**src/pkg/hpf_pkg.sv**
```systemverilog
package hpf_pkg;

  // Pin counts and widths
  localparam int HPF_NPINS       = 6;   // Shared pins gp_pin_10 .. gp_pin_15
  localparam int HPF_DATA_W      = 8;   // Host data lines
  localparam int HPF_SYNC_STAGES = 2;   // Flops in each input synchroniser

  // Position of each shared pin inside the pin vectors
  localparam int HPF_PIN_ADDR = 0;      // gp_pin_10: addr line two / nine
  localparam int HPF_PIN_RW   = 1;      // gp_pin_11: read_not_write / read strobe
  localparam int HPF_PIN_DS   = 2;      // gp_pin_12: data strobe / write strobe
  localparam int HPF_PIN_CS   = 3;      // gp_pin_13: chip select / addr line ten
  localparam int HPF_PIN_REQ  = 4;      // gp_pin_14: service / transmit request
  localparam int HPF_PIN_ACK  = 5;      // gp_pin_15: acknowledge / receive request

  // Polarity encoding: 0 is active low, 1 is active high
  localparam logic HPF_POL_LOW = 1'b0;  // Reset polarity of every strobe

  // General-purpose pin direction
  typedef enum logic [1:0] {
    HPF_GP_OFF,                         // Disconnected: no drive, no sampling
    HPF_GP_IN,                          // Sampled input
    HPF_GP_OUT                          // Driven output
  } hpf_gp_dir_t;

  // Configuration word, loaded by the core
  typedef struct packed {
    logic                         host_fn;     // Host function selected
    logic                         mux_bus;     // Multiplexed host bus
    logic                         dual_strobe; // Separate read and write strobes
    logic                         dual_req;    // Transmit and receive requests
    logic                         rd_pol;      // Read strobe polarity
    logic                         wr_pol;      // Write strobe polarity
    logic                         ds_pol;      // Data strobe polarity
    logic                         cs_pol;      // Chip select polarity
    logic                         as_pol;      // Address strobe polarity
    logic                         req_pol;     // Request output polarity
    logic                         ack_pol;     // Acknowledge polarity
    logic                         req_od;      // Requests are open drain
    hpf_gp_dir_t [HPF_NPINS-1:0]  gp_dir;      // Per-pin direction
    logic [HPF_NPINS-1:0]         gp_out;      // Per-pin output value
  } hpf_cfg_t;

  // Reset configuration: GPIO, all disconnected, all polarities active low
  localparam hpf_cfg_t HPF_CFG_RST = '0;

  // Decoded host activity, seen by the core
  typedef struct packed {
    logic                  sel;        // Chip selected (always in muxed mode)
    logic                  rd;         // Host read access in progress
    logic                  wr;         // Host write access in progress
    logic                  ack;        // Acknowledge asserted
    logic                  rnw;        // Read_not_write level
    logic                  addr_two;   // Address line two
    logic                  addr_nine;  // Address line nine
    logic                  addr_ten;   // Address line ten
    logic [HPF_DATA_W-1:0] mux_addr;   // Latched multiplexed address byte
  } hpf_host_t;

endpackage

```
**src/hdl/hpf_sync.sv**
```systemverilog
`timescale 1ns/100ps
module hpf_sync #(
  parameter int W = 1                   // Number of bits synchronised
) (
  input  wire logic         sys_clk,    // System clock
  input  wire logic         reset,      // Synchronous reset, active high
  input  wire logic [W-1:0] async_in,   // Asynchronous host levels
  output logic      [W-1:0] sync_out    // Levels in the clock domain
);
  import hpf_pkg::*;

  logic [W-1:0] stage_q [HPF_SYNC_STAGES];  // Synchroniser chain

  // Shift chain; the first stage feeds only the next stage
  always_ff @(posedge sys_clk) begin
    if (reset) begin
      for (int k = 0; k < HPF_SYNC_STAGES; k++) stage_q[k] <= '0;
    end else begin
      stage_q[0] <= async_in;
      for (int k = 1; k < HPF_SYNC_STAGES; k++) stage_q[k] <= stage_q[k-1];
    end
  end

  assign sync_out = stage_q[HPF_SYNC_STAGES-1];

endmodule // hpf_sync

```
**src/hdl/hpf_pin_select.sv**
```systemverilog
`timescale 1ns/100ps
module hpf_pin_select (
  input  wire logic                          sys_clk,      // 20 MHz system clock
  input  wire logic                          reset,        // Synchronous reset
  input  wire logic                          cfg_wr,       // Load cfg_in this cycle
  input  wire hpf_pkg::hpf_cfg_t             cfg_in,       // New configuration
  output hpf_pkg::hpf_cfg_t                  cfg_q,        // Current configuration
  input  wire logic                          core_req,     // Service request
  input  wire logic                          core_tx_req,  // Transmit request
  input  wire logic                          core_rx_req,  // Receive request
  input  wire logic [hpf_pkg::HPF_DATA_W-1:0] core_rd_data, // Data for host reads
  output hpf_pkg::hpf_host_t                 host_st,      // Decoded host activity
  output logic [hpf_pkg::HPF_DATA_W-1:0]     host_wdata,   // Data from host writes
  output logic [hpf_pkg::HPF_NPINS-1:0]      gp_in_q,      // Sampled GPIO inputs
  input  wire logic [hpf_pkg::HPF_NPINS-1:0] pin_in,       // Shared pin levels
  output logic [hpf_pkg::HPF_NPINS-1:0]      pin_out,      // Shared pin drive value
  output logic [hpf_pkg::HPF_NPINS-1:0]      pin_oe_n,     // Low while driving
  input  wire logic [hpf_pkg::HPF_DATA_W-1:0] dat_in,      // Data pin levels
  output logic [hpf_pkg::HPF_DATA_W-1:0]     dat_out,      // Data pin drive value
  output logic [hpf_pkg::HPF_DATA_W-1:0]     dat_oe_n,     // Low while driving
  input  wire logic                          as_in         // Address strobe pin
);
  import hpf_pkg::*;

  localparam int SW = HPF_NPINS + HPF_DATA_W + 1;  // Synchronised width

  logic [SW-1:0]          raw_in;        // All host-driven inputs
  logic [SW-1:0]          syn_in;        // Synchronised copy
  logic [HPF_NPINS-1:0]   pin_s;         // Synchronised shared pins
  logic [HPF_DATA_W-1:0]  dat_s;         // Synchronised data pins
  logic                   as_s;          // Synchronised address strobe
  logic                   host;          // Host function selected
  logic                   rd_act;        // Read strobe asserted
  logic                   wr_act;        // Write strobe asserted
  logic                   ds_act;        // Data strobe asserted
  logic                   cs_act;        // Chip select asserted
  logic                   as_act;        // Address strobe asserted
  logic                   ack_act;       // Acknowledge asserted
  logic                   cs_ok;         // Selected for this access
  logic                   acc_rd;        // Read access decoded
  logic                   acc_wr;        // Write access decoded
  logic                   req_a;         // Request on the request pin
  logic                   lvl_a;         // Pin level for req_a
  logic                   lvl_b;         // Pin level for receive request
  logic [HPF_NPINS-1:0]   hst_out;       // Host-mode drive values
  logic [HPF_NPINS-1:0]   hst_oe_n;      // Host-mode enables
  logic [HPF_NPINS-1:0]   gp_out_d;      // GPIO drive values
  logic [HPF_NPINS-1:0]   gp_oe_n_d;     // GPIO enables
  logic [HPF_NPINS-1:0]   gp_in_d;       // GPIO sampled values
  logic [HPF_NPINS-1:0]   pin_out_d;     // Next pin drive value
  logic [HPF_NPINS-1:0]   pin_oe_n_d;    // Next pin enable
  hpf_host_t              host_d;        // Next decoded host activity

  // Every host-driven level passes the synchroniser first
  assign raw_in = {as_in, dat_in, pin_in};
  hpf_sync #(.W(SW)) u_sync (
    .sys_clk  (sys_clk),
    .reset    (reset),
    .async_in (raw_in),
    .sync_out (syn_in)
  );
  assign pin_s = syn_in[HPF_NPINS-1:0];
  assign dat_s = syn_in[HPF_NPINS+HPF_DATA_W-1:HPF_NPINS];
  assign as_s  = syn_in[SW-1];

  // Configuration register; reset gives GPIO, disconnected, active low
  always_ff @(posedge sys_clk) begin
    if (reset) begin
      cfg_q <= HPF_CFG_RST;
    end else if (cfg_wr) begin
      cfg_q <= cfg_in;
    end
  end

  assign host = cfg_q.host_fn;

  // Active levels: a pin is asserted when it equals its polarity bit
  assign rd_act  = pin_s[HPF_PIN_RW]  ~^ cfg_q.rd_pol;
  assign wr_act  = pin_s[HPF_PIN_DS]  ~^ cfg_q.wr_pol;
  assign ds_act  = pin_s[HPF_PIN_DS]  ~^ cfg_q.ds_pol;
  assign cs_act  = pin_s[HPF_PIN_CS]  ~^ cfg_q.cs_pol;
  assign as_act  = as_s               ~^ cfg_q.as_pol;
  assign ack_act = pin_s[HPF_PIN_ACK] ~^ cfg_q.ack_pol;

  // Chip select only exists on the non-multiplexed bus
  assign cs_ok = cfg_q.mux_bus | cs_act;

  // Access decode for the two strobe schemes
  assign acc_rd = host & cs_ok &
                  (cfg_q.dual_strobe ? rd_act : (ds_act & pin_s[HPF_PIN_RW]));
  assign acc_wr = host & cs_ok &
                  (cfg_q.dual_strobe ? wr_act : (ds_act & ~pin_s[HPF_PIN_RW]));

  // Decoded host activity for the core
  always_comb begin
    host_d           = host_st;
    host_d.sel       = host & cs_ok;
    host_d.rd        = acc_rd;
    host_d.wr        = acc_wr;
    host_d.ack       = host & ~cfg_q.dual_req & ack_act;
    host_d.rnw       = host & ~cfg_q.dual_strobe & pin_s[HPF_PIN_RW];
    host_d.addr_two  = host & ~cfg_q.mux_bus & pin_s[HPF_PIN_ADDR];
    host_d.addr_nine = host &  cfg_q.mux_bus & pin_s[HPF_PIN_ADDR];
    host_d.addr_ten  = host &  cfg_q.mux_bus & pin_s[HPF_PIN_CS];
    if (host & cfg_q.mux_bus & as_act) begin
      host_d.mux_addr = dat_s;
    end
  end

  // Request pins: pick the source, then apply polarity
  assign req_a = cfg_q.dual_req ? core_tx_req : core_req;
  assign lvl_a = cfg_q.req_pol ? req_a : ~req_a;
  assign lvl_b = cfg_q.req_pol ? core_rx_req : ~core_rx_req;

  // Host-mode pins: four inputs, then the request pins
  assign hst_out[HPF_PIN_CS:0]  = '0;
  assign hst_oe_n[HPF_PIN_CS:0] = '1;
  // Open drain pulls low only; driven mode drives both levels
  assign hst_out[HPF_PIN_REQ]  = cfg_q.req_od ? 1'b0 : lvl_a;
  assign hst_oe_n[HPF_PIN_REQ] = cfg_q.req_od ? lvl_a : 1'b0;
  // Last pin: acknowledge input, or receive request output
  assign hst_out[HPF_PIN_ACK]  = cfg_q.dual_req & ~cfg_q.req_od & lvl_b;
  assign hst_oe_n[HPF_PIN_ACK] = ~cfg_q.dual_req |
                                 (cfg_q.req_od & lvl_b);

  // GPIO view of each pin
  for (genvar i = 0; i < HPF_NPINS; i++) begin : g_gp
    assign gp_out_d[i]  = (cfg_q.gp_dir[i] == HPF_GP_OUT) & cfg_q.gp_out[i];
    assign gp_oe_n_d[i] = (cfg_q.gp_dir[i] != HPF_GP_OUT);
    assign gp_in_d[i]   = ~host & (cfg_q.gp_dir[i] == HPF_GP_IN) & pin_s[i];
  end

  // Function select between host and GPIO
  assign pin_out_d  = host ? hst_out : gp_out_d;
  assign pin_oe_n_d = host ? hst_oe_n : gp_oe_n_d;

  // Pin and status registers
  always_ff @(posedge sys_clk) begin
    if (reset) begin
      pin_out  <= '0;
      pin_oe_n <= '1;
      gp_in_q  <= '0;
      host_st  <= '0;
    end else begin
      pin_out  <= host ? pin_out_d : (~gp_oe_n_d & gp_out_d);
      pin_oe_n <= host ? pin_oe_n_d : gp_oe_n_d;
      gp_in_q  <= gp_in_d;
      host_st  <= host_d;
    end
  end

  // Data lines: driven only during a host read, captured on writes
  always_ff @(posedge sys_clk) begin
    if (reset) begin
      dat_out    <= '0;
      dat_oe_n   <= '1;
      host_wdata <= '0;
    end else begin
      dat_out  <= core_rd_data;
      dat_oe_n <= {HPF_DATA_W{~acc_rd}};
      if (acc_wr) begin
        host_wdata <= dat_s;
      end
    end
  end

  // Checks
  AST_RESET_DISCONNECTED: assert property (
    @(posedge sys_clk) $past(reset) |-> (pin_oe_n == '1) && !cfg_q.host_fn && (gp_in_q == '0))
    else $error("pins not disconnected after reset");

  AST_RESET_ACTIVE_LOW: assert property (
    @(posedge sys_clk) $past(reset) |->
      !cfg_q.rd_pol && !cfg_q.wr_pol && !cfg_q.ds_pol && !cfg_q.cs_pol && !cfg_q.as_pol)
    else $error("strobe polarity not active low after reset");

  AST_REQ_POL_RESET: assert property (
    @(posedge sys_clk) $past(reset) |-> !cfg_q.req_pol && !cfg_q.ack_pol)
    else $error("request or acknowledge not active low after reset");

  AST_HOST_INPUTS_UNDRIVEN: assert property (
    @(posedge sys_clk) disable iff (reset)
      $past(host) |-> (pin_oe_n[HPF_PIN_CS:0] == '1))
    else $error("host input pin driven");

  AST_SINGLE_REQ: assert property (
    @(posedge sys_clk) disable iff (reset)
      $past(host && !cfg_q.dual_req && !cfg_q.req_od) |->
        !pin_oe_n[HPF_PIN_REQ] && pin_oe_n[HPF_PIN_ACK] &&
        (pin_out[HPF_PIN_REQ] == ($past(cfg_q.req_pol) ~^ $past(core_req))))
    else $error("single request pin wrong");

  AST_DUAL_REQ: assert property (
    @(posedge sys_clk) disable iff (reset)
      $past(host && cfg_q.dual_req && !cfg_q.req_od) |->
        !pin_oe_n[HPF_PIN_ACK] && !host_st.ack &&
        (pin_out[HPF_PIN_ACK] == ($past(cfg_q.req_pol) ~^ $past(core_rx_req))))
    else $error("receive request pin wrong");

  AST_OPEN_DRAIN: assert property (
    @(posedge sys_clk) disable iff (reset)
      $past(host && cfg_q.req_od) |->
        !pin_out[HPF_PIN_REQ] && (pin_oe_n[HPF_PIN_REQ] == $past(lvl_a)))
    else $error("open drain request drives high");

  AST_GP_OUTPUT: assert property (
    @(posedge sys_clk) disable iff (reset)
      $past(!host && cfg_q.gp_dir[HPF_PIN_DS] == HPF_GP_OUT) |->
        !pin_oe_n[HPF_PIN_DS] && (pin_out[HPF_PIN_DS] == $past(cfg_q.gp_out[HPF_PIN_DS])))
    else $error("gpio output not driven");

  AST_SINGLE_STROBE_WRITE: assert property (
    @(posedge sys_clk) disable iff (reset)
      host_st.wr && $past(!cfg_q.dual_strobe) |-> !host_st.rnw)
    else $error("write decoded with read_not_write high");

  AST_MUX_ADDR_LATCH: assert property (
    @(posedge sys_clk) disable iff (reset)
      $past(host && cfg_q.mux_bus && as_act) |-> host_st.mux_addr == $past(dat_s))
    else $error("muxed address not latched");

  AST_SYNC_DELAY: assert property (
    @(posedge sys_clk) disable iff (reset)
      $past(host && cfg_q.mux_bus && cfg_q.dual_strobe && !cfg_q.rd_pol) ##0
      $past(cfg_q.rd_pol, 2) == 1'b0 ##0 $past(reset, 3) == 1'b0 |->
        host_st.rd == !$past(pin_in[HPF_PIN_RW], 3))
    else $error("read strobe not taken through synchroniser");

endmodule // hpf_pin_select

```
**config.mk**
```make
export PLATFORM = sky130hd
export DESIGN_NAME = hpf_pin_select
export DESIGN_NICKNAME = d
export VERILOG_FILES = /design/src/pkg/hpf_pkg.sv /design/src/hdl/hpf_sync.sv /design/src/hdl/hpf_pin_select.sv
export SDC_FILE = /design/constraint.sdc
export NUM_CORES = 1
export LEC_CHECK = 0
export BUFFER_PORTS_ARGS = -buffer_cell sky130_fd_sc_hd__buf_2
export CAP_MARGIN = 20
export CORE_MARGIN = 4
export CORE_UTILIZATION = 51
export CTS_CLUSTER_DIAMETER = 50
export DETAILED_ROUTE_END_ITERATION = 10
export GPL_TIMING_DRIVEN = 1
export PLACE_DENSITY = 0.89
export SYNTH_ARGS = -nofsm -noshare
export SYNTH_HDL_FRONTEND = slang
export SYNTH_SLANG_ARGS = --single-unit
export TNS_END_PERCENT = 1
```
**constraint.sdc**
```tcl
create_clock -name sys_clk -period 3.35 [get_ports sys_clk]
set_input_delay 0.67 -clock sys_clk [delete_from_list [all_inputs] [get_ports sys_clk]]
set_output_delay 0.67 -clock sys_clk [all_outputs]
set_load 0.01 [all_outputs]
```
Word-level counts from Yosys, hierarchy flattened:

Memory sizes are Yosys's and may differ from the RTL's.
Cells that the tools add are included.

* register bits after elaboration: 81
* logic and storage cells: 127
* bits of input ports: 59
* memories: 1
* RAM bits: 30

* eq/ne operators: 18
* reductions and logical operators: 1
* muxes and demuxes: 14
* bitwise operators: 57

Memories
* u_sync.stage_q: depth 2, width 15, rd ports 2, clocked after memory_dff 0, wr ports 2, line hpf_sync.sv:12 `logic [W-1:0] stage_q [HPF_SYNC_STAGES];`

Operators by type and width (count)
* bitwise AND 1 bit: 36
* 2-to-1 mux 15 bit: 2
* == test 2 x 1 -> 1 bit (second input constant): 6
* == test 2 bit (second input constant): 6
* 2-to-1 mux 6 bit: 2
* inequality test 2 bit (second input constant): 6
* 2-to-1 mux 1 bit: 10
* inverter 1 bit: 9
* bitwise AND 6 bit: 1
* inverter 6 bit: 1
* bitwise XNOR 1 bit: 6
* OR 1 bit: 4
* OR reduction 2 bit: 1

Depth between registers and ports, before layout:

An unclocked memory read counts as a cell.

* depth in word-level cells: 6
* gate-level depth with buffers: 5

Modules after synthesis:

From an unflattened synthesis, not the netlist that was laid out.

* cells, all modules: 354
* area total of the unflattened synthesis: 3898.7 µm²

By module, submodules not included
* hpf_pin_select: cells each 276, instances 1, area an instance 2904.0 µm²
* hpf_sync: cells each 78, instances 1, area an instance 994.7 µm²

Least setup slack after synthesis:

Ideal clock, no wire load.

* path type: input -> register
* start: input port reset
* end: register, netlist name dat_oe_n[0]
* stages: 3
* setup time: 0.130 ns
* path slack: 1.838 ns
* arrival: 1.383 ns
* data required time: 3.220 ns
* cells stage by stage: buf_2 nand2b_1 or3_4

RTL lines
* start: declaration: line hpf_pin_select.sv:4 `input wire logic reset,`

Worst setup path after layout:

* start: register cfg_q[22] in the netlist's numbering
* end: register host_wdata[0] in the netlist's numbering

* cells in the longest elaborated chain, start to end: 4

Ends and longest elaborated chain
* start: declaration: line hpf_pin_select.sv:7 `output hpf_pkg::hpf_cfg_t cfg_q,`
* start signal: assignment: line hpf_pin_select.sv:71 `cfg_q <= cfg_in;`
* bitwise XNOR 1 bit: line hpf_pin_select.sv:81 `assign cs_act = pin_s[HPF_PIN_CS] ~^ cfg_q.cs_pol;`
* OR 1 bit: line hpf_pin_select.sv:86 `assign cs_ok = cfg_q.mux_bus | cs_act;`
* bitwise AND 1 bit (2 in a row): line hpf_pin_select.sv:91 `assign acc_wr = host & cs_ok &`
* end signal: assignment: line hpf_pin_select.sv:162 `host_wdata <= dat_s;`
* end: declaration: line hpf_pin_select.sv:13 `output logic [hpf_pkg::HPF_DATA_W-1:0] host_wdata,`

Every way passes these cells.
A chain may end at the register's enable or synchronous reset.

==> metrics.md <==
| Metric | Value |
|---|---|
| Synth area leaders | dfxtp_1 (60%), mux2i_1 (13%), nor2b_1 (6.6%), nor2_1 (4.9%), nand2b_1 (2.9%) |
| Final worst clock skew | 0.0137 ns |
| DR vias | 2679 |
| Sink Count | 111 |
| Outcome | finished clean |
| Req. time, crit path | 3.64 ns |
| PnR worst setup slack | 1.52 ns |
| Mapped Nets | 395 |
| Seq pwr share | 57.5% |
| Synth-to-Final Area Change | 25.1% |
| WS Path Type | reg2reg |
| Internal power | 0.00184 W |
| CP Launch Type | flop |
| Ports | 147 |
| GPL Wtd Cong | 0.732 |
| Leak | 2.21 nW |
| Worst slew pin tran | 0.938 ns |
| DR WL/cell | 13.8 um |
| H-tree Lvls | 3 |
| Max-Cap Viols | 0 |
| Combinational power share | 8.4% |
| CTS root buf | clkbuf_8 |
| Initial DRT Pass Iterations | 4 |
| Hold Buf Count CTS | 0 |
| Peak supply drop | 0.263 mV |
| Area of the die | 0.00873 sq mm |
| Reg clk slew, reported paths | 0.11 ns |
| Clk pwr share | 34.1% |
| FMAX | 545 MHz |
| Die Y | 93.4 um |
| Row cnt | 30 |
| Min Tclk post-route | 1.83 ns |
| Fin. max-slew vios | 0 |
| Post-DP HPWL | 5900 um |
| Width of the die | 93.4 um |
| Reg2reg start | cfg_q[22] |
| Num CTS Buffers | 9 |
| Hold Vio Cnt, Final | 0 |
| First-pass GRT wire length | 12300 um |
| Largest net degree at the start of global routing | 73 |
| Post-route DRC | 0 |
| Setup violators final | 0 |
| Post-synthesis cell area | 0.00372 sq mm |
| Core ar. | 0.00694 sq mm |
| Layout cells sized above 1 | 35.5% |
| Sw Ratio | 24.7% |
| Switch Pwr | 0.000604 W |
| Syn_area_per_cell | 11.1 sq um |
| Final Util | 67.1% |
| Most frequent cells in the layout | buf_2 (146), dfxtp_1 (111), nor2_1 (49) |
| Vias/cell | 4.71 |
| Dpl ws | 1.20 ns |
| RSZ-0062 raised after global routing | false |
| Synthesized flop and latch total | 111 |
| Critical-path maximum fanout | 9 |
| CTS max path bufs | 2 |
| Post-synth EDFFs | 0 |
| Setup crit end kind | flop |
| Final nets | 527 |
| Mapped Cells | 336 |
| Post-synth top flop | dfxtp_1 |
| Unique masters post-synth | 30 |
| # diodes | 0 |
| Pwr per Cell Area | 525 mW/mm^2 |
| Vias in the first global route | 2652 |
| Fraction of registers with async set/reset | 0% |
| Post-synth top area share | 59.7% |
| Antenna Violating Nets Remaining | 0 |
| CTS tree | done |
| Largest area contributor in the netlist | dfxtp_1 |
| Port-buffer cells | 146 |
| Total wire length | 7860 um |
| Crit path DAT | 2.13 ns |
| Min-delay worst type | reg2reg |
| Slew margin rel. | 37.2% |
| Setup TNS | 0 ns |
| Grt total ovfl | 0 |
| Syn. warnings | 0 |
| Hold Startpoint | cfg_q[1] |
| Fin crit share | 54.7% |
| Commonest non-fill, non-tap cell in the layout | buf_2 |
| Iter 0 DRT Violations | 61 |
| GRT Total Usage | 17.9% |
| Antenna violations before repair | 0 |
| Initial cell density of the core | 53.6% |
| Crit path from | cfg_q[22] |
| Post-CTS resize count | 0 |
| Clk Latency, worst-skew pair | 0.36 ns |
| Register area share after synthesis | 59.7% |
| Post-CTS Setup Inserts | 0 |
area by class of cell:
class                      count  area, sq um
timing repair buffer         147          738
multi-input combinational    193         1330
inverter                       6         22.5
sequential                   111         2220
tap                           96          120
fill                         562         2290
clock inverter                 7         97.6
clock buffer                   9          124
synthesized netlist by cell type, types with 2 or more instances:
cell type / number
xor2_1: 4
nor2b_1: 39
and4b_1: 4
nor3b_1: 4
nand3_1: 3
nand2_1: 2
nor2_1: 49
inv_1: 6
nand2b_1: 17
clkbuf_1: 8
mux2i_1: 47
buf_4: 8
dfxtp_1: 111
nand3b_1: 5
a21oi_1: 2
xnor2_1: 4
buf_2: 9
and2b_1: 2
cell families (layout without fill, tap and decap cells):
family                    after synthesis  count (layout)  share of synthesized area [%]
and+or+nand+nor                       131             131                           19.8
DFF                                   111             111                           59.7
muxes                                  47              47                           12.6
buffers and inverters                  32             169                           4.54
xor gates and xnor gates                8               8                           1.88
AOI/OAI and AO/OA                       7               7                           1.48
final timing paths:
kind,end,cells past startpoint,slack [ns]
worst max-delay path,host_wdata[0],4,1.52
worst min register to register,pin_out[1],2,0.45
worst max register to register,host_wdata[0],4,1.52
worst min-delay path,pin_out[1],2,0.45
state kept, by name (all words and copies together), names as in the netlist:
register,count
u_sync.stage_q,30
host,1
host_st,16
dat_out,8
cfg_q,29
pin_oe_n,6
host_wdata,8
pin_out,6
gp_in_q,6
dat_oe_n,1
critical path, cell delays in order, from the launching register on:
cell	delay [ns]
dfxtp_1	0.35
xnor2_1	0.26
o22ai_2	0.12
nor3b_2	0.77
mux2i_1	0.27
per-stage QoR:
step / hold slack [ns] / power, W / std cells / cell area, sq um
floorplan: 0.414 / 0.00155 / 336 / 3720
global placement: 0.417 / 0.00163 / 553 / 4440
detailed placement: 0.424 / 0.00164 / 553 / 4440
CTS: 0.449 / 0.00247 / 569 / 4660
global route: 0.461 / 0.00255 / 569 / 4660
finish: 0.449 / 0.00244 / 569 / 4660
per-layer routing:
layer  up-vias  routed length (um)  global-route usage, %
li1       1351                   -                      -
met3        11                 624                   4.51
met5         -                   0                      0
met2        93                3900                   31.3
met1      1224                3200                   20.5
met4         0                 127                   8.06
power by group through the flow:
stage                     registers (W)  clock network [W]  logic (W)
final                           0.00140           0.000834   0.000205
after global routing            0.00141           0.000908   0.000226
after CTS                       0.00141           0.000855   0.000208
after detailed placement        0.00144                  0   0.000206
after global placement          0.00143                  0   0.000201
after floorplan                 0.00144                  0   0.000112
Power figures use the tool's default switching activity.
